### config.mk
export PLATFORM = sky130hd
export DESIGN_NAME = pmc_ctrl
export DESIGN_NICKNAME = d
export VERILOG_FILES = /design/src/pmc_pkg.sv /design/src/pmc_ctrl.sv
export SDC_FILE = /design/constraint.sdc
export NUM_CORES = 1
export LEC_CHECK = 0
export BUFFER_PORTS_ARGS = -buffer_cell sky130_fd_sc_hd__buf_2
export CAP_MARGIN = 20
export CELL_PAD_IN_SITES_DETAIL_PLACEMENT = 0
export CELL_PAD_IN_SITES_GLOBAL_PLACEMENT = 1
export CORE_ASPECT_RATIO = 1.75
export CORE_MARGIN = 10
export CORE_UTILIZATION = 30
export CTS_BUF_LIST = sky130_fd_sc_hd__clkbuf_8
export CTS_CLUSTER_SIZE = 30
export DETAILED_ROUTE_END_ITERATION = 8
export GPL_ROUTABILITY_DRIVEN = 0
export PLACE_DENSITY = 0.72
export SLEW_MARGIN = 20
export SYNTH_ARGS = -nofsm -noshare
export SYNTH_HDL_FRONTEND = slang
export SYNTH_SLANG_ARGS = --single-unit
### constraint.sdc
create_clock -name sys_clk -period 3.9 [get_ports sys_clk]
set_clock_uncertainty 0.1 [all_clocks]
set_input_delay 0.195 -clock sys_clk [delete_from_list [all_inputs] [get_ports sys_clk]]
set_output_delay 0.195 -clock sys_clk [all_outputs]
set_load 0.1 [all_outputs]
### src/pmc_pkg.sv
// Purpose: constants and types for the power mode clock controller
// Assumes: 8-bit register port, single 100 MHz system clock
// Notes: register addresses are the byte offsets of the port
package pmc_pkg;
    // register addresses
    localparam logic [7:0] PMC_POWER_CONTROL_REG_ADDR = 8'h87;
    localparam logic [7:0] PMC_PMR_ADDR = 8'hC4;
    localparam logic [7:0] PMC_STAT_ADDR = 8'hC5;
    localparam logic [7:0] PMC_TB_ADDR = 8'hC9;
    localparam logic [7:0] PMC_SYSTEM_CLOCK_SELECT_ADDR = 8'h8F;
    localparam logic [7:0] PMC_WAKE_SOURCE_MASK_ADDR = 8'h9F;
    // reset values and divider codes
    localparam logic [7:0] PMC_SYSTEM_CLOCK_SELECT_RST = 8'hC0;
    localparam logic [7:0] PMC_WAKE_SOURCE_MASK_RST = 8'hFF;
    localparam logic [1:0] PMC_CD_FULL = 2'h1;
    localparam logic [1:0] PMC_CD_RED = 2'h3;
    // field positions
    localparam int PMC_WAKE_DELAY_FIELD_LSB = 5;
    localparam int PMC_CLKSRC_LSB = 0;
    localparam int PMC_POWER_CONTROL_REG_IDLE = 0;
    localparam int PMC_POWER_CONTROL_REG_STOP = 1;
    localparam int PMC_POWER_CONTROL_REG_SLEEP = 2;
    localparam int PMC_POWER_CONTROL_REG_SMOD0 = 7;
    localparam int PMC_PMR_SWB = 5;
    localparam int PMC_PMR_CD_LSB = 6;
    localparam int PMC_STAT_HP = 6;
    localparam int PMC_STAT_LP = 5;
    localparam int PMC_STAT_TX = 1;
    localparam int PMC_STAT_RX = 0;
    // timed access keys and window
    localparam logic [7:0] PMC_TB_KEY1 = 8'hAA;
    localparam logic [7:0] PMC_TB_KEY2 = 8'h55;
    localparam logic [7:0] PMC_TB_CLOSE = 8'h00;
    localparam logic [8:0] PMC_TB_WIN = 9'h100;
    // reduced rate divides by 257: count 0..256
    localparam logic [8:0] PMC_DIV_TOP = 9'h100;
    // wake delay in oscillator cycles per code
    localparam logic [13:0] PMC_WAKE_DELAY_FIELD_TAB [8] = '{
        14'h0000, 14'h0080, 14'h0100, 14'h0200,
        14'h0400, 14'h0800, 14'h1000, 14'h2000};

    typedef enum logic [4:0] {
        PM_RUN = 5'h01,
        PM_IDLE = 5'h02,
        PM_STOP = 5'h04,
        PM_SLEEP = 5'h08,
        PM_WAKE = 5'h10
    } pmc_mode_t;

    typedef struct packed {
        logic [7:0] addr;
        logic [7:0] wdata;
        logic wr;
        logic rd;
    } pmc_bus_t;

    typedef struct packed {
        logic hp;
        logic lp;
        logic tx;
        logic rx;
    } pmc_act_t;

    typedef struct packed {
        pmc_mode_t mode;
        logic [7:0] ck_sel;
        logic [7:0] wk_mask;
        logic smod0;
        logic [1:0] cd;
        logic switchback_enable;
        logic pend_idle;
        logic pend_stop;
        logic pend_sleep;
        logic tb_key1;
        logic [8:0] tb_cnt;
        logic [8:0] div_cnt;
        logic [13:0] dly_cnt;
        logic [8:0] wreq_q;
        logic rxd_q;
        logic cpu_clk_en;
        logic periph_clk_en;
        logic internal_oscillator_en;
        logic regul_off;
        logic resume;
        logic [7:0] rd_data;
    } pmc_state_t;
endpackage : pmc_pkg

### src/pmc_ctrl.sv
// Purpose: clock source select, reduced-rate, idle, stop and sleep control
// Assumes: srst covers both the reset pin and the watchdog reset
// Notes: clock gating is given as enables; the gating cells sit outside
//
// Notes on behaviour
// - high-priority activity bit mirrors service in progress
// - low-priority activity bit mirrors service in progress
// - uart0 tx/rx activity bits, read-only
// - wake delay code sets oscillator cycle count
// - clock source field picks system clock, reset C0
// - wake mask per line except line 5, resets to FF
// - enabled wake edge restarts oscillator and clock
// - wake resumes cpu whether or not isr entered
// - both divider bits set divide cpu by 257
// - writing 01 restores full speed
// - enabled unblocked interrupt on any line but 5 with switchback ends reduced rate
// - uart start edge with rx enabled switches back
// - transmit buffer load switches back immediately
// - no automatic re-entry; resets force full speed
// - idle stops cpu clock, peripherals keep running
// - enabled interrupt ends idle, idle bit clears
// - stop halts all clocks, oscillator off cleanly
// - only pins and async flags leave stop
// - stop wake needs enable and mask bit
// - wake restarts cpu, stop bit self-clears
// - protected writes only inside 256-cycle key window
// - stop alone is stop; stop plus sleep is sleep
//
// The implementer's own choice: strobed register access.
`timescale 1ns/1ns
module pmc_ctrl
    import pmc_pkg::*;
#(
    // shortens the long wake delays in simulation
    parameter int unsigned WAKE_DLY_SHIFT = 0
) (
    // clock and reset
    input wire logic sys_clk,
    input wire logic srst,
    // register port
    input wire pmc_bus_t bus,
    output logic [7:0] rd_data,
    // cpu core status
    input wire logic instr_done,
    input wire pmc_act_t act,
    // interrupt lines 0..8
    input wire logic [8:0] ext_int_n,
    input wire logic [8:0] periph_flag,
    input wire logic [8:0] int_en,
    input wire logic [8:0] int_blocked,
    // uart0 switchback sources
    input wire logic uart0_rxd,
    input wire logic uart0_rx_en,
    input wire logic uart0_tx_load,
    // clock control outputs
    output logic cpu_clk_en,
    output logic periph_clk_en,
    output logic internal_oscillator_en,
    output logic regulator_off,
    output logic [1:0] clk_source,
    output logic smod0,
    output logic cpu_resume
);
    pmc_state_t s;
    pmc_state_t next_s;
    logic [8:0] line_req;
    logic [8:0] stop_req;
    logic [8:0] sb_req;
    logic [8:0] mask9;
    logic tb_open;
    logic red_run;
    logic stop_wake;
    logic idle_wake;
    logic switchback;

    // line 5 has no mask bit and never wakes from stop
    assign mask9 = {s.wk_mask[7:5], 1'b0, s.wk_mask[4:0]};
    assign tb_open = (s.tb_cnt != 9'h000);
    assign red_run = (s.mode == PM_RUN) && (s.cd == PMC_CD_RED);

    for (genvar i = 0; i < 9; i++) begin : g_line
        assign line_req[i] = ~ext_int_n[i] | periph_flag[i];
        assign stop_req[i] = line_req[i] & int_en[i] & mask9[i];
        assign sb_req[i] = line_req[i] & int_en[i] & ~int_blocked[i] & (i != 5);
    end

    // wake on rising edge even for level irqs
    assign stop_wake = |(stop_req & ~s.wreq_q);
    assign idle_wake = |(line_req & int_en);
    assign switchback = s.switchback_enable && (|sb_req || (s.rxd_q && !uart0_rxd && uart0_rx_en)
        || uart0_tx_load);

    always_comb begin
        next_s = s;
        next_s.resume = 1'b0;
        next_s.rd_data = 8'h00;
        next_s.wreq_q = stop_req;
        next_s.rxd_q = uart0_rxd;
        if (tb_open) begin
            next_s.tb_cnt = s.tb_cnt - 9'h001;
        end

        if (bus.wr) begin
            unique case (bus.addr)
                PMC_TB_ADDR: begin
                    next_s.tb_key1 = (bus.wdata == PMC_TB_KEY1);
                    if (s.tb_key1 && bus.wdata == PMC_TB_KEY2) begin
                        next_s.tb_cnt = PMC_TB_WIN;
                    end else if (bus.wdata == PMC_TB_CLOSE) begin
                        next_s.tb_cnt = 9'h000;
                    end
                end
                PMC_SYSTEM_CLOCK_SELECT_ADDR: begin
                    if (tb_open) begin
                        next_s.ck_sel = bus.wdata;
                    end
                end
                PMC_WAKE_SOURCE_MASK_ADDR: begin
                    if (tb_open) begin
                        next_s.wk_mask = bus.wdata;
                    end
                end
                PMC_POWER_CONTROL_REG_ADDR: begin
                    next_s.smod0 = bus.wdata[PMC_POWER_CONTROL_REG_SMOD0];
                    next_s.pend_idle = s.pend_idle | bus.wdata[PMC_POWER_CONTROL_REG_IDLE];
                    next_s.pend_stop = s.pend_stop | bus.wdata[PMC_POWER_CONTROL_REG_STOP];
                    next_s.pend_sleep = s.pend_sleep | bus.wdata[PMC_POWER_CONTROL_REG_SLEEP];
                end
                PMC_PMR_ADDR: begin
                    next_s.cd = bus.wdata[PMC_PMR_CD_LSB +: 2];
                    next_s.switchback_enable = bus.wdata[PMC_PMR_SWB];
                end
                default: begin
                end
            endcase
        end

        // switchback wins over a same-cycle write
        if (red_run && switchback) begin
            // stays full speed until software again
            next_s.cd = PMC_CD_FULL;
        end

        unique case (s.mode)
            PM_RUN: begin
                if (instr_done && s.pend_stop) begin
                    next_s.mode = s.pend_sleep ? PM_SLEEP : PM_STOP;
                    next_s.pend_stop = 1'b0;
                    next_s.pend_sleep = 1'b0;
                    next_s.pend_idle = 1'b0;
                end else if (instr_done && s.pend_idle) begin
                    next_s.mode = PM_IDLE;
                    next_s.pend_idle = 1'b0;
                    next_s.pend_sleep = 1'b0;
                end
            end
            PM_IDLE: begin
                if (idle_wake) begin
                    next_s.mode = PM_RUN;
                    next_s.resume = 1'b1;
                end
            end
            PM_STOP, PM_SLEEP: begin
                if (stop_wake) begin
                    // wake always restarts on the internal oscillator
                    next_s.ck_sel[PMC_CLKSRC_LSB +: 2] = 2'h0;
                    next_s.dly_cnt = PMC_WAKE_DELAY_FIELD_TAB[s.ck_sel[PMC_WAKE_DELAY_FIELD_LSB +: 3]]
                        >> WAKE_DLY_SHIFT;
                    if (next_s.dly_cnt == 14'h0000) begin
                        next_s.mode = PM_RUN;
                        next_s.resume = 1'b1;
                    end else begin
                        next_s.mode = PM_WAKE;
                    end
                end
            end
            PM_WAKE: begin
                next_s.dly_cnt = s.dly_cnt - 14'h0001;
                if (s.dly_cnt == 14'h0001) begin
                    next_s.mode = PM_RUN;
                    next_s.resume = 1'b1;
                end
            end
        endcase

        if (next_s.mode == PM_RUN && next_s.cd == PMC_CD_RED) begin
            next_s.div_cnt = (s.div_cnt == PMC_DIV_TOP) ? 9'h000 : s.div_cnt + 9'h001;
            next_s.cpu_clk_en = (s.div_cnt == PMC_DIV_TOP);
        end else begin
            next_s.div_cnt = 9'h000;
            next_s.cpu_clk_en = (next_s.mode == PM_RUN);
        end
        next_s.periph_clk_en = (next_s.mode == PM_RUN) || (next_s.mode == PM_IDLE);
        // oscillator drops on a registered edge, no runt pulse
        next_s.internal_oscillator_en = (next_s.mode != PM_STOP) && (next_s.mode != PM_SLEEP);
        next_s.regul_off = (next_s.mode == PM_SLEEP);

        if (bus.rd) begin
            unique case (bus.addr)
                PMC_POWER_CONTROL_REG_ADDR: next_s.rd_data[PMC_POWER_CONTROL_REG_SMOD0] = s.smod0;
                PMC_PMR_ADDR: next_s.rd_data = {s.cd, s.switchback_enable, 5'h00};
                PMC_STAT_ADDR: begin
                    next_s.rd_data[PMC_STAT_HP] = act.hp;
                    next_s.rd_data[PMC_STAT_LP] = act.lp;
                    next_s.rd_data[PMC_STAT_TX] = act.tx;
                    next_s.rd_data[PMC_STAT_RX] = act.rx;
                end
                PMC_TB_ADDR: next_s.rd_data[0] = tb_open;
                PMC_SYSTEM_CLOCK_SELECT_ADDR: next_s.rd_data = s.ck_sel & 8'hE3;
                PMC_WAKE_SOURCE_MASK_ADDR: next_s.rd_data = s.wk_mask;
                default: next_s.rd_data = 8'h00;
            endcase
        end
    end

    always_ff @(posedge sys_clk) begin
        if (srst) begin
            s <= '0;
            s.mode <= PM_RUN;
            s.ck_sel <= PMC_SYSTEM_CLOCK_SELECT_RST;
            s.wk_mask <= PMC_WAKE_SOURCE_MASK_RST;
            s.cd <= PMC_CD_FULL;
            s.rxd_q <= 1'b1;
            s.cpu_clk_en <= 1'b1;
            s.periph_clk_en <= 1'b1;
            s.internal_oscillator_en <= 1'b1;
        end else begin
            s <= next_s;
        end
    end

    assign rd_data = s.rd_data;
    assign cpu_clk_en = s.cpu_clk_en;
    assign periph_clk_en = s.periph_clk_en;
    assign internal_oscillator_en = s.internal_oscillator_en;
    assign regulator_off = s.regul_off;
    assign clk_source = s.ck_sel[PMC_CLKSRC_LSB +: 2];
    assign smod0 = s.smod0;
    assign cpu_resume = s.resume;
endmodule : pmc_ctrl

==> results_dict.tcl, run 1 <==
set metrics [dict create \
    syn_nets 533 \
    synthFlopType "sky130_fd_sc_hd__dfxtp_1" \
    crit_path_max_incr_delay_ns 0.66 \
    post_route_cells_drive_above_1_share_pct 20.2 \
    site_row_count 55 \
    area_growth_pct 18.6 \
    grt.met1_usage_pct 11.4 \
    placement.cell_area_sq_um 4440 \
    route.detailed.drc 0 \
    die_width_um 107 \
    synthDistinctLibCells 70 \
    floorplan.initialDensity_pct 30.7 \
    worst_ep_arrival_time_ns 2.59 \
    setup.worst_path.class "register to register" \
    globalRouteMet2Util_pct 25.4 \
    io_pins 80 \
    clock_tree_from_tritoncts "done" \
    syn-mean-instance-area_sq_um 8.56 \
    worstHoldStart "int_en[0]" \
    path_cells "nor4_1, nand4_1, o211ai_1, and4b_1, nand4b_2, nor2_1" \
    run_status "completed" \
    synthesized_flop_and_latch_total 80 \
    critical_path.top_delay_family "simple AND/OR/NAND/NOR gates" \
    final_antenna_net_count 0 \
    crit_required_ns 4.08 \
    max-clock-path-buffers 2 \
    synthesis.area_sq_um 3970 \
    cts_htree_levels 3 \
    timing.max_slew.rel_slack_pct 45.5 \
    number_of_instances_in_the_synthesized_netlist 464 \
    antenna_found_initial 0 \
    worst_setup_hold_path_clk_slew_ns 0.08 \
    clock.fmax_mhz 414 \
    fin_tns_setup_ns 0 \
    total_congestion_overflow_after_global_routing 0 \
    detailroute.via_count 3640 \
    buffer_cell_driving_the_clock_tree_root "sky130_fd_sc_hd__clkbuf_8" \
    critical_path_buf_inv_count 0 \
    grt_max_degree 40 \
    period_utilisation_layout_pct 61.9 \
    yosys.cell_count.top_type "sky130_fd_sc_hd__dfxtp_1" \
    timing.final.hold_violations 0 \
    portBuffers 78 \
    synth.yosys.warnings 0 \
    finalWirelength_um 11600 \
    grt_first_pass_wirelength_um 18400 \
    vdd.ir_drop.worst_mv 0.155 \
    clkLatencyLatePin_ns 0.35 \
    async_set_or_reset_flop_fraction_in_the_synthesized_netlist_pct 0 \
    clkSinkCount 80 \
    fp.dieArea_sq_um 18400 \
    synth_largest_type_area_fraction_pct 40.3 \
    filler_cell_count 1390 \
    p_leak_nw 1.95 \
    dp_hpwl_um 9170 \
    first_iter_violations 136 \
    number_of_synthesized_flops_with_an_enable_pin 0 \
    num-nets-final 603 \
    setup.worst_path.start "s[32]" \
    grt_setup_unrepaired "false" \
    grt-busiest-layer "met2" \
    grt_pass1_vias 3723 \
    final_setup_vio_count 0 \
    cts_repair_resize_count 0 \
    r2r-start "s[32]" \
    ys_seq_area_share_pct 40.3 \
    antenna-diode-count 0 \
    worst_pin_slew_ns 0.810 \
    coreArea_sq_um 12900 \
    cellPowerDensity_nw_per_um2 389 \
    all_layer_gr_usage_pct 12.6 \
    cap_violations 0 \
    numCtsBuffers 9 \
    post-route-min-period_ns 2.41 \
    route.detailed.vias_per_inst 5.13 \
    globalRouteMet3Util_pct 3.28 \
    synth_top_cells_by_area "sky130_fd_sc_hd__dfxtp_1 40%, sky130_fd_sc_hd__nor2_1 6.0%, sky130_fd_sc_hd__mux2i_1 4.3%" \
    synth.top_cells.by_count "80 x sky130_fd_sc_hd__dfxtp_1, 63 x sky130_fd_sc_hd__nor2_1, 44 x sky130_fd_sc_hd__nand2_1" \
    critPathCaptureType "register" \
    routedWlPerCell_um 16.4 \
    fp.dieH_um 172 \
    finalInstanceArea_sq_um 4710 \
    post-cts-setup-buffer-count 0 \
    synth_top_area_cell "sky130_fd_sc_hd__dfxtp_1" \
    timing.hold.worst.class "input pin to register" \
    critical_path_maximum_fanout 9 \
    timing.critical_path.slowest_stage_cell "sky130_fd_sc_hd__nor4_1" \
    setup.worst_path.start_class "register" \
    report.final.slew_viol_count 0 \
    dr.pass1.iters 4 \
]
==> area by class of cell <==
class	count	area [sq um]	area share [%]
Multi-Input combinational cell	349	2190	46.5
Sequential cell	80	1600	34.0
Timing Repair Buffer	84	448	9.51
Tap cell	171	214	4.54
Clock buffer	9	124	2.63
Clock inverter	7	96.3	2.04
Inverter	10	37.5	0.797
==> state kept, by name, summed over array words and instances (netlist names), 2 cells and up <==
register	cells
clk_source	2
mask9	8
rd_data	8
s	56
==> metal layers <==
metal,wire length (um),part of all wire (%)
met1,4220,36
met2,6700,58
met3,519,4.5
met4,200,1.7
met5,0,0
==> tightest hold or removal path, stage by stage <==
cell	delay, ns
sky130_fd_sc_hd__buf_2	0.12
sky130_fd_sc_hd__nand2_1	0.08
sky130_fd_sc_hd__nor3b_1	0.05
==> path summary, 6_finish.rpt <==
kind / slack (ns) / endpoint / cells past startpoint
worst max-delay path: 1.49 / s[40] / 6
worst min register to register: 0.36 / s[55] / 2
worst min-delay path: 0.03 / s[14] / 3
worst max register to register: 1.49 / s[40] / 6
==> placed cells by master, fill, tap and decap left out, types with 5 or more instances in the layout <==
cell                            count
sky130_fd_sc_hd__o21ai_0           10
sky130_fd_sc_hd__nand4_1            6
sky130_fd_sc_hd__mux2i_1           17
sky130_fd_sc_hd__and3_1             9
sky130_fd_sc_hd__and2_1             6
sky130_fd_sc_hd__xnor2_1            6
sky130_fd_sc_hd__nor4_1             5
sky130_fd_sc_hd__nand4b_1           7
sky130_fd_sc_hd__inv_1             10
sky130_fd_sc_hd__nor2_1            63
sky130_fd_sc_hd__nor3_1            16
sky130_fd_sc_hd__xor2_1            10
sky130_fd_sc_hd__dfxtp_1           80
sky130_fd_sc_hd__dlygate4sd3_1      5
sky130_fd_sc_hd__nor3b_1           11
sky130_fd_sc_hd__a21oi_1           31
sky130_fd_sc_hd__ha_1               5
sky130_fd_sc_hd__a22oi_1            8
sky130_fd_sc_hd__nand2_1           44
sky130_fd_sc_hd__nand3_1           17
sky130_fd_sc_hd__nand2b_1          10
sky130_fd_sc_hd__buf_2             78
sky130_fd_sc_hd__nand3b_1           6
sky130_fd_sc_hd__clkbuf_8           9
==> report_power, final <==
group	internal, mW	leakage (nW)	switching (mW)
registers	0.853	0.649	0.0268
clock network	0.361	0.107	0.309
logic	0.130	1.20	0.155
==> metrics by stage <==
step,total power [mW],cells,hold WS (ns),worst slack (ns),utilization [%]
floorplan,1.10,464,0.202,1.83,-
global placement,1.17,689,0.300,1.46,34.3
detailed placement,1.18,689,0.308,1.43,34.3
CTS,1.87,710,0.00480,1.47,36.4
global route,1.94,710,0.0148,1.27,36.4
finish,1.84,710,0.0301,1.49,36.4
==> cells by family after synthesis <==
family | synth area share, %
AO/OA/AOI/OAI | 15.3
XOR/XNOR | 3.53
adder cells (fa/ha/maj) | 1.57
buffers and inverters | 4.57
flip-flops | 40.3
multiplexers | 4.28
AND/OR/NAND/NOR | 30.4
==> timing repair <==
action	CTS	global route
hold buffers	5	0
hold endpoints to repair	5	0
setup endpoints to repair	0	0
(Power assumes the default switching activity.)
==> run 2, diff against run 1 <==
--- a/config.mk
+++ b/config.mk
@@ -5,6 +5,7 @@
 export SDC_FILE = /design/constraint.sdc
 export NUM_CORES = 1
 export LEC_CHECK = 0
+export ABC_AREA = 1
 export BUFFER_PORTS_ARGS = -buffer_cell sky130_fd_sc_hd__buf_2
 export CAP_MARGIN = 20
 export CELL_PAD_IN_SITES_DETAIL_PLACEMENT = 0
@@ -16,7 +17,7 @@
 export CTS_CLUSTER_SIZE = 30
 export DETAILED_ROUTE_END_ITERATION = 8
 export GPL_ROUTABILITY_DRIVEN = 0
-export PLACE_DENSITY = 0.72
+export PLACE_DENSITY = 0.75
 export SLEW_MARGIN = 20
 export SYNTH_ARGS = -nofsm -noshare
 export SYNTH_HDL_FRONTEND = slang
==> constraint.sdc (replaced) <==
create_clock -name sys_clk -period 2.2 [get_ports sys_clk]
set_clock_uncertainty 0.1 [all_clocks]
set_input_delay 0.11 -clock sys_clk [delete_from_list [all_inputs] [get_ports sys_clk]]
set_output_delay 0.11 -clock sys_clk [all_outputs]
set_load 0.1 [all_outputs]
==> run 2 against run 1 <==
  * Sequential share of layout area decreased by 3.8 points
  * Maximum frequency increased by 17%
  * Wire length increased by 3.2%
  * Setup slack got worse by 1.3 ns
  * Synthesized area increased by 5.3%
  * Register-to-register slack got worse by 1.3 ns
  * Synthesized cell count increased by 24%
  * Core utilization increased by 2.1 points
  * Combinational power increased by 99%
  * Non-clock buffer count increased by 36
  * Via count increased by 11%
==> results_dict.tcl, run 2 <==
set metrics [dict create \
    run_status "completed" \
    area_growth_pct 26.8 \
    synth_largest_type_area_fraction_pct 38.3 \
    ys_seq_area_share_pct 38.3 \
    synth_top_family_by_area "simple AND/OR/NAND/NOR gates" \
    vdd.ir_drop.worst_mv 0.277 \
    dp_hpwl_um 9620 \
    final_antenna_net_count 0 \
    fin_worst_hold_slack_ns 0.0156 \
    hold_depth 4 \
    num-nets-final 753 \
    layout.cells.most_common "sky130_fd_sc_hd__nand2_1" \
    grt_pass1_vias 4324 \
    route.detailed.vias_per_inst 4.69 \
    first_iter_violations 123 \
    timing.hold.worst.class "input pin to register" \
    synth.yosys.warnings 0 \
    synthesized_flop_and_latch_total 80 \
    grt-busiest-layer "met2" \
    worstHoldStart "ext_int_n[3]" \
    yosys.cell_count.top_type "sky130_fd_sc_hd__nand2_1" \
    layout.area.seq_sq_um 1600 \
    worst_pin_slew_ns 0.508 \
    antenna_found_initial 0 \
    timing.critical_path.slowest_stage_cell "sky130_fd_sc_hd__dlygate4sd3_1" \
    cts_htree_levels 3 \
    critPathCaptureType "register" \
    setup.worst_path.class "register to register" \
    die_width_um 109 \
    synth-compound-area-share_pct 12.9 \
    fp.dieArea_sq_um 19300 \
    max-clock-path-buffers 2 \
    route.detailed.drc 0 \
    path_cells "inv_1, ha_2, nand2_1, nor2_1, nand2_2, a221oi_2, nor2_1, dlygate4sd3_1" \
    post-route-min-period_ns 2.06 \
    antenna-diode-count 0 \
    synth.top_cells.by_count "96 x sky130_fd_sc_hd__nand2_1, 80 x sky130_fd_sc_hd__dfxtp_1, 75 x sky130_fd_sc_hd__inv_1" \
    number_of_synthesized_flops_with_an_enable_pin 0 \
    dr.pass1.iters 4 \
    synthFlopType "sky130_fd_sc_hd__dfxtp_1" \
    final_setup_vio_count 0 \
    total_congestion_overflow_after_global_routing 0 \
    timing.max_slew.rel_slack_pct 66.4 \
    grt.met1_usage_pct 13.4 \
    worst_setup_hold_path_clk_slew_ns 0.08 \
    crit_path_frequent_cell "sky130_fd_sc_hd__nor2_1" \
    synth_top_cells_by_area "sky130_fd_sc_hd__dfxtp_1 38%, sky130_fd_sc_hd__nand2_1 8.6%, sky130_fd_sc_hd__inv_1 6.7%" \
    worst_ep_arrival_time_ns 2.20 \
    detailroute.via_count 4057 \
    synth_xor_xnor_area_share_pct 2.93 \
    report.final.slew_viol_count 0 \
    final_cell_mix "96 x sky130_fd_sc_hd__nand2_1, 80 x sky130_fd_sc_hd__dfxtp_1, 78 x sky130_fd_sc_hd__buf_2" \
    portBuffers 78 \
    syn_nets 643 \
    io_pins 80 \
    syn-mean-instance-area_sq_um 7.29 \
    hold-path-endpoint "s[17]" \
    yosys.area_share.simple_pct 33.2 \
    finalWirelength_um 12000 \
    grt_max_degree 27 \
    reg2reg_slack_ns 0.14 \
    synthDistinctLibCells 46 \
    clock.fmax_mhz 487 \
    largest-register "s" \
    filler_cell_count 1423 \
    grt_first_pass_wirelength_um 20300 \
    fin_tns_setup_ns 0 \
    post_synth_adder_cell_area_pct 1.50 \
    p_leak_nw 2.36 \
    setup.worst_path.start_class "register" \
    fp.dieH_um 176 \
    routedWlPerCell_um 13.9 \
    period_utilisation_layout_pct 93.4 \
    site_row_count 57 \
    multiInputGateArea_sq_um 2130 \
    all_layer_gr_usage_pct 13.1 \
    crit_path_max_incr_delay_ns 0.55 \
    floorplan.initialDensity_pct 30.4 \
    cellPowerDensity_nw_per_um2 649 \
    post_route_cells_drive_above_1_share_pct 23.5 \
    timing.reg2reg.worst_path_depth 8 \
    crit_required_ns 2.35 \
    coreArea_sq_um 13800 \
    grt_setup_unrepaired "false" \
    number_of_flip_flops_in_the_largest_register 56 \
    r2r-start "s[46]" \
    clkLatencyLatePin_ns 0.36 \
    synthesis.area_sq_um 4180 \
    buffer_cell_driving_the_clock_tree_root "sky130_fd_sc_hd__clkbuf_8" \
    globalRouteMet3Util_pct 2.56 \
    cap_violations 0 \
    r2r_end "rd_data[0]" \
    critical_path_maximum_fanout 5 \
    numCtsBuffers 9 \
    globalRouteMet2Util_pct 24.9 \
    number_of_instances_in_the_synthesized_netlist 574 \
    timing.final.hold_violations 0 \
    clkSinkCount 80 \
    post_synth_mux_area_share_pct 0 \
    clock_tree_from_tritoncts "done" \
    async_set_or_reset_flop_fraction_in_the_synthesized_netlist_pct 0 \
    synth_top_area_cell "sky130_fd_sc_hd__dfxtp_1" \
]
## run 2: cell types whose count changed in the layout (fill, tap and decap cells not counted), moves of 12 or more
| cell | change |
|---|---|
| sky130_fd_sc_hd__nor2_2 | +12 |
| sky130_fd_sc_hd__mux2i_1 | -17 |
| sky130_fd_sc_hd__inv_2 | +14 |
| sky130_fd_sc_hd__nand2_1 | +52 |
| sky130_fd_sc_hd__inv_1 | +65 |
| sky130_fd_sc_hd__dlygate4sd3_1 | +24 |
| sky130_fd_sc_hd__nand4_1 | +16 |
| sky130_fd_sc_hd__buf_4 | +12 |
## run 2: how the worst max path moves through the flow
stage                    from         end  slack, ns
finish                  s[46]  rd_data[0]       0.14
global route        int_en[1]       s[39]       0.05
CTS                     s[46]  rd_data[0]       0.02
detailed placement      s[46]       s[76]       0.32
global placement        s[46]       s[76]       0.36
floorplan               s[46]    mask9[1]       0.53
## run 2: critical path: cells and delay by family, from the launching register on
| family | cells | cell delay, ns |
|---|---|---|
| compound gates | 1 | 0.25 |
| simple gates | 4 | 0.42 |
| buf+inv | 2 | 0.66 |
| fa+ha+maj | 1 | 0.22 |
| flops | 1 | 0.31 |
## run 2: cell type report
cell class	count	area share, %
clock buffers	10	2.59
clock inverters	5	1.98
inverters	89	6.30
multi-input cells	384	40.1
flip-flops and latches	80	30.2
well taps	177	4.18
repair buffers	120	14.7
## run 2: report_power, final
part           switching, mW  internal [mW]  leakage (nW)  total [mW]
Sequential            0.0434           1.51         0.649        1.55
Clock                  0.544          0.778         0.115        1.32
Combinational          0.307          0.259          1.60       0.566
## run 2: cell families after synthesis
| group | Yosys count |
|---|---|
| DFF | 80 |
| xor gates and xnor gates | 14 |
| AOI/OAI and AO/OA | 90 |
| adders and majority gates | 5 |
| buffers and inverters | 110 |
| and+or+nand+nor | 275 |
## run 2: metal layers
layer / wire length [um] / vias up
li1: - / 2106
met1: 4660 / 1850
met2: 6680 / 87
met3: 432 / 14
met4: 237 / 0
met5: 0 / -
## run 2: metrics by stage
stage                     setup slack, ns  util [%]  cells  power (mW)  area (sq um)
after CTS                          0.0223      38.4    863        3.44          5280
after detailed placement            0.321      34.5    819        2.08          4750
after global routing               0.0469      38.5    865        3.62          5300
final                               0.145      38.5    865        3.44          5300
after floorplan                     0.534         -    574        1.92          4180
after global placement              0.361      34.5    819        2.06          4750
## run 2: timing repair
item                                   CTS  global route
resized for setup                        0             2
setup endpoints to repair                0             1
hold buffers                            29             0
setup buffers                            0             2
endpoints found under the hold margin   27             0
==> run 3, diff against run 2 <==
--- a/config.mk
+++ b/config.mk
@@ -5,7 +5,6 @@
 export SDC_FILE = /design/constraint.sdc
 export NUM_CORES = 1
 export LEC_CHECK = 0
-export ABC_AREA = 1
 export BUFFER_PORTS_ARGS = -buffer_cell sky130_fd_sc_hd__buf_2
 export CAP_MARGIN = 20
 export CELL_PAD_IN_SITES_DETAIL_PLACEMENT = 0
@@ -17,7 +16,7 @@
 export CTS_CLUSTER_SIZE = 30
 export DETAILED_ROUTE_END_ITERATION = 8
 export GPL_ROUTABILITY_DRIVEN = 0
-export PLACE_DENSITY = 0.75
+export PLACE_DENSITY = 0.74
 export SLEW_MARGIN = 20
 export SYNTH_ARGS = -nofsm -noshare
 export SYNTH_HDL_FRONTEND = slang
==> run 3 against run 2 <==
  * Total power down 0.97%
  * Cell area grew 0.40%
  * Wire length up 4.2%
  * Critical endpoint is now s[39]
==> results_dict.tcl, run 3 (same netlist as run 1, synthesis figures left out) <==
set metrics [dict create \
    run_status "completed" \
    layout.cells.most_common "sky130_fd_sc_hd__dfxtp_1" \
    io_pins 80 \
    portion_of_total_power_attributed_to_the_clock_network_pct 35.9 \
    crit_path_frequent_cell "sky130_fd_sc_hd__buf_4" \
    num-nets-final 667 \
    routedWlPerCell_um 16.2 \
    worst_pin_slew_ns 0.589 \
    cellPowerDensity_nw_per_um2 640 \
    p_leak_nw 2.27 \
    critical_path.top_delay_family "simple AND/OR/NAND/NOR gates" \
    number_of_flip_flops_in_the_largest_register 56 \
    coreArea_sq_um 12900 \
    timing.final.hold_violations 0 \
    setup.worst_path.class "register to register" \
    detailroute.via_count 3926 \
    dp_hpwl_um 9710 \
    post_route_cells_drive_above_1_share_pct 27.1 \
    grt_pass1_vias 4049 \
    final_antenna_net_count 0 \
    path_cells "xnor2_1, nor4_2, buf_4, buf_4, and3_1, and4b_2, nand4b_2, nor2_2" \
    clock.fmax_mhz 468 \
    buffer_cell_driving_the_clock_tree_root "sky130_fd_sc_hd__clkbuf_8" \
    design_power_total_mw 3.41 \
    cts_htree_levels 3 \
    grt_setup_unrepaired "true" \
    finalWirelength_um 12500 \
    numCtsBuffers 9 \
    fin_tns_setup_ns 0 \
    floorplan.initialDensity_pct 30.7 \
    clkLatencyLatePin_ns 0.37 \
    all_layer_gr_usage_pct 13.5 \
    antenna-diode-count 0 \
    fin_ws_ns 0.0655 \
    worst_setup_hold_path_clk_slew_ns 0.09 \
    clock_tree_from_tritoncts "done" \
    first_iter_violations 168 \
    area_growth_pct 34.0 \
    cell_internal_pwr_mw 2.47 \
    period_utilisation_layout_pct 97.0 \
    crit_required_ns 2.41 \
    post-route-min-period_ns 2.13 \
    critical_path_buf_inv_count 2 \
    finish.cell_count_without_fillers 773 \
    route.detailed.drc 0 \
    critical_path_maximum_fanout 5 \
    power.sequential.fraction_pct 45.6 \
    max-clock-path-buffers 2 \
    finalCoreUtilization_pct 41.2 \
    worst_ep_arrival_time_ns 2.34 \
    dpl_worst_slack_ns -0.0543 \
    final_cell_mix "79 x sky130_fd_sc_hd__dfxtp_1, 78 x sky130_fd_sc_hd__buf_2, 60 x sky130_fd_sc_hd__nor2_1" \
    dr.pass1.iters 4 \
    route.detailed.vias_per_inst 5.08 \
    placement.cell_area_sq_um 4750 \
    setup.worst_path.start "s[81]" \
    r2r-start "s[81]" \
    die_width_um 107 \
    final_setup_vio_count 0 \
    crit_path_max_incr_delay_ns 0.44 \
    fp.dieH_um 172 \
    report.final.slew_viol_count 0 \
    worstHoldStart "ext_int_n[6]" \
    cap_violations 0 \
    swShare_pct 27.4 \
    timing.hold.worst.class "input pin to register" \
    timing.max_slew.rel_slack_pct 60.2 \
    finalInstanceArea_sq_um 5330 \
    fin_worst_hold_slack_ns 0.0314 \
    placedCellCount 730 \
    largest-register "s" \
    portBuffers 78 \
    timing.critical_path.slowest_stage_cell "sky130_fd_sc_hd__dfxtp_1" \
    antenna_found_initial 0 \
    total_congestion_overflow_after_global_routing 0 \
    grt_max_degree 38 \
    site_row_count 55 \
    grt_first_pass_wirelength_um 19800 \
    vdd.ir_drop.worst_mv 0.279 \
    switching_power_uw 934 \
    fp.dieArea_sq_um 18400 \
    clkSinkCount 80 \
    setup.worst_path.start_class "register" \
    critPathCaptureType "register" \
    p_comb_share_pct 18.4 \
]
run 3: changes by cell type in the layout (fill, tap and decap cells not counted), sizes merged, moves of 14 or more:
cell	delta
inv	-78
nand2	-57
buf	+30
mux2i	+17
nor2	-19
nand4	-19
o21ai	-14
run 3: power by group through the flow:
| stage | registers (mW) | logic [mW] | clock network (mW) |
|---|---|---|---|
| 2_1_floorplan | 1.58 | 0.375 | 0 |
| 3_3_place_gp | 1.58 | 0.555 | 0 |
| 3_5_place_dp | 1.59 | 0.573 | 0 |
| 4_1_cts | 1.56 | 0.622 | 1.25 |
| 5_1_grt | 1.57 | 0.702 | 1.31 |
| 6_report | 1.56 | 0.628 | 1.22 |
run 3: per-layer routing:
layer | up-vias | share of wire [%] | global-route usage, %
met5 | - | 0 | 0
met4 | 0 | 3.0 | 6.03
met3 | 23 | 4.4 | 3.35
met2 | 85 | 57 | 26.2
met1 | 1878 | 36 | 12.9
li1 | 1940 | - | -
run 3: path summary, 6_finish.rpt:
path,endpoint,slack (ns),cells after the start
setup / recovery,s[39],0.07,8
hold / removal,s[20],0.03,4
setup reg to reg,s[39],0.07,8
hold reg to reg,s[55],0.39,2
run 3: what timing repair did:
action,CTS,global route
hold buffers,26,0
pin swaps,0,3
gates resized for setup,3,14
endpoints found under the setup margin,6,27
hold endpoints to repair,29,0
setup buffers,0,1
gates cloned,0,1
run 3: area by class of cell:
class	count	area, sq um
well taps	171	214
fillers	1317	7610
repair buffers	147	973
flip-flops and latches	80	1600
clock inverters	6	92.6
inverters	10	37.5
clock buffers	9	124
multi-input cells	350	2280
run 3: worst register-to-register path, delay by kind of cell, from the launching register on:
kind | cells | cell delay, ns
buf+inv | 2 | 0.29
flops | 1 | 0.44
xor+xnor | 1 | 0.19
simple gates | 5 | 1.06
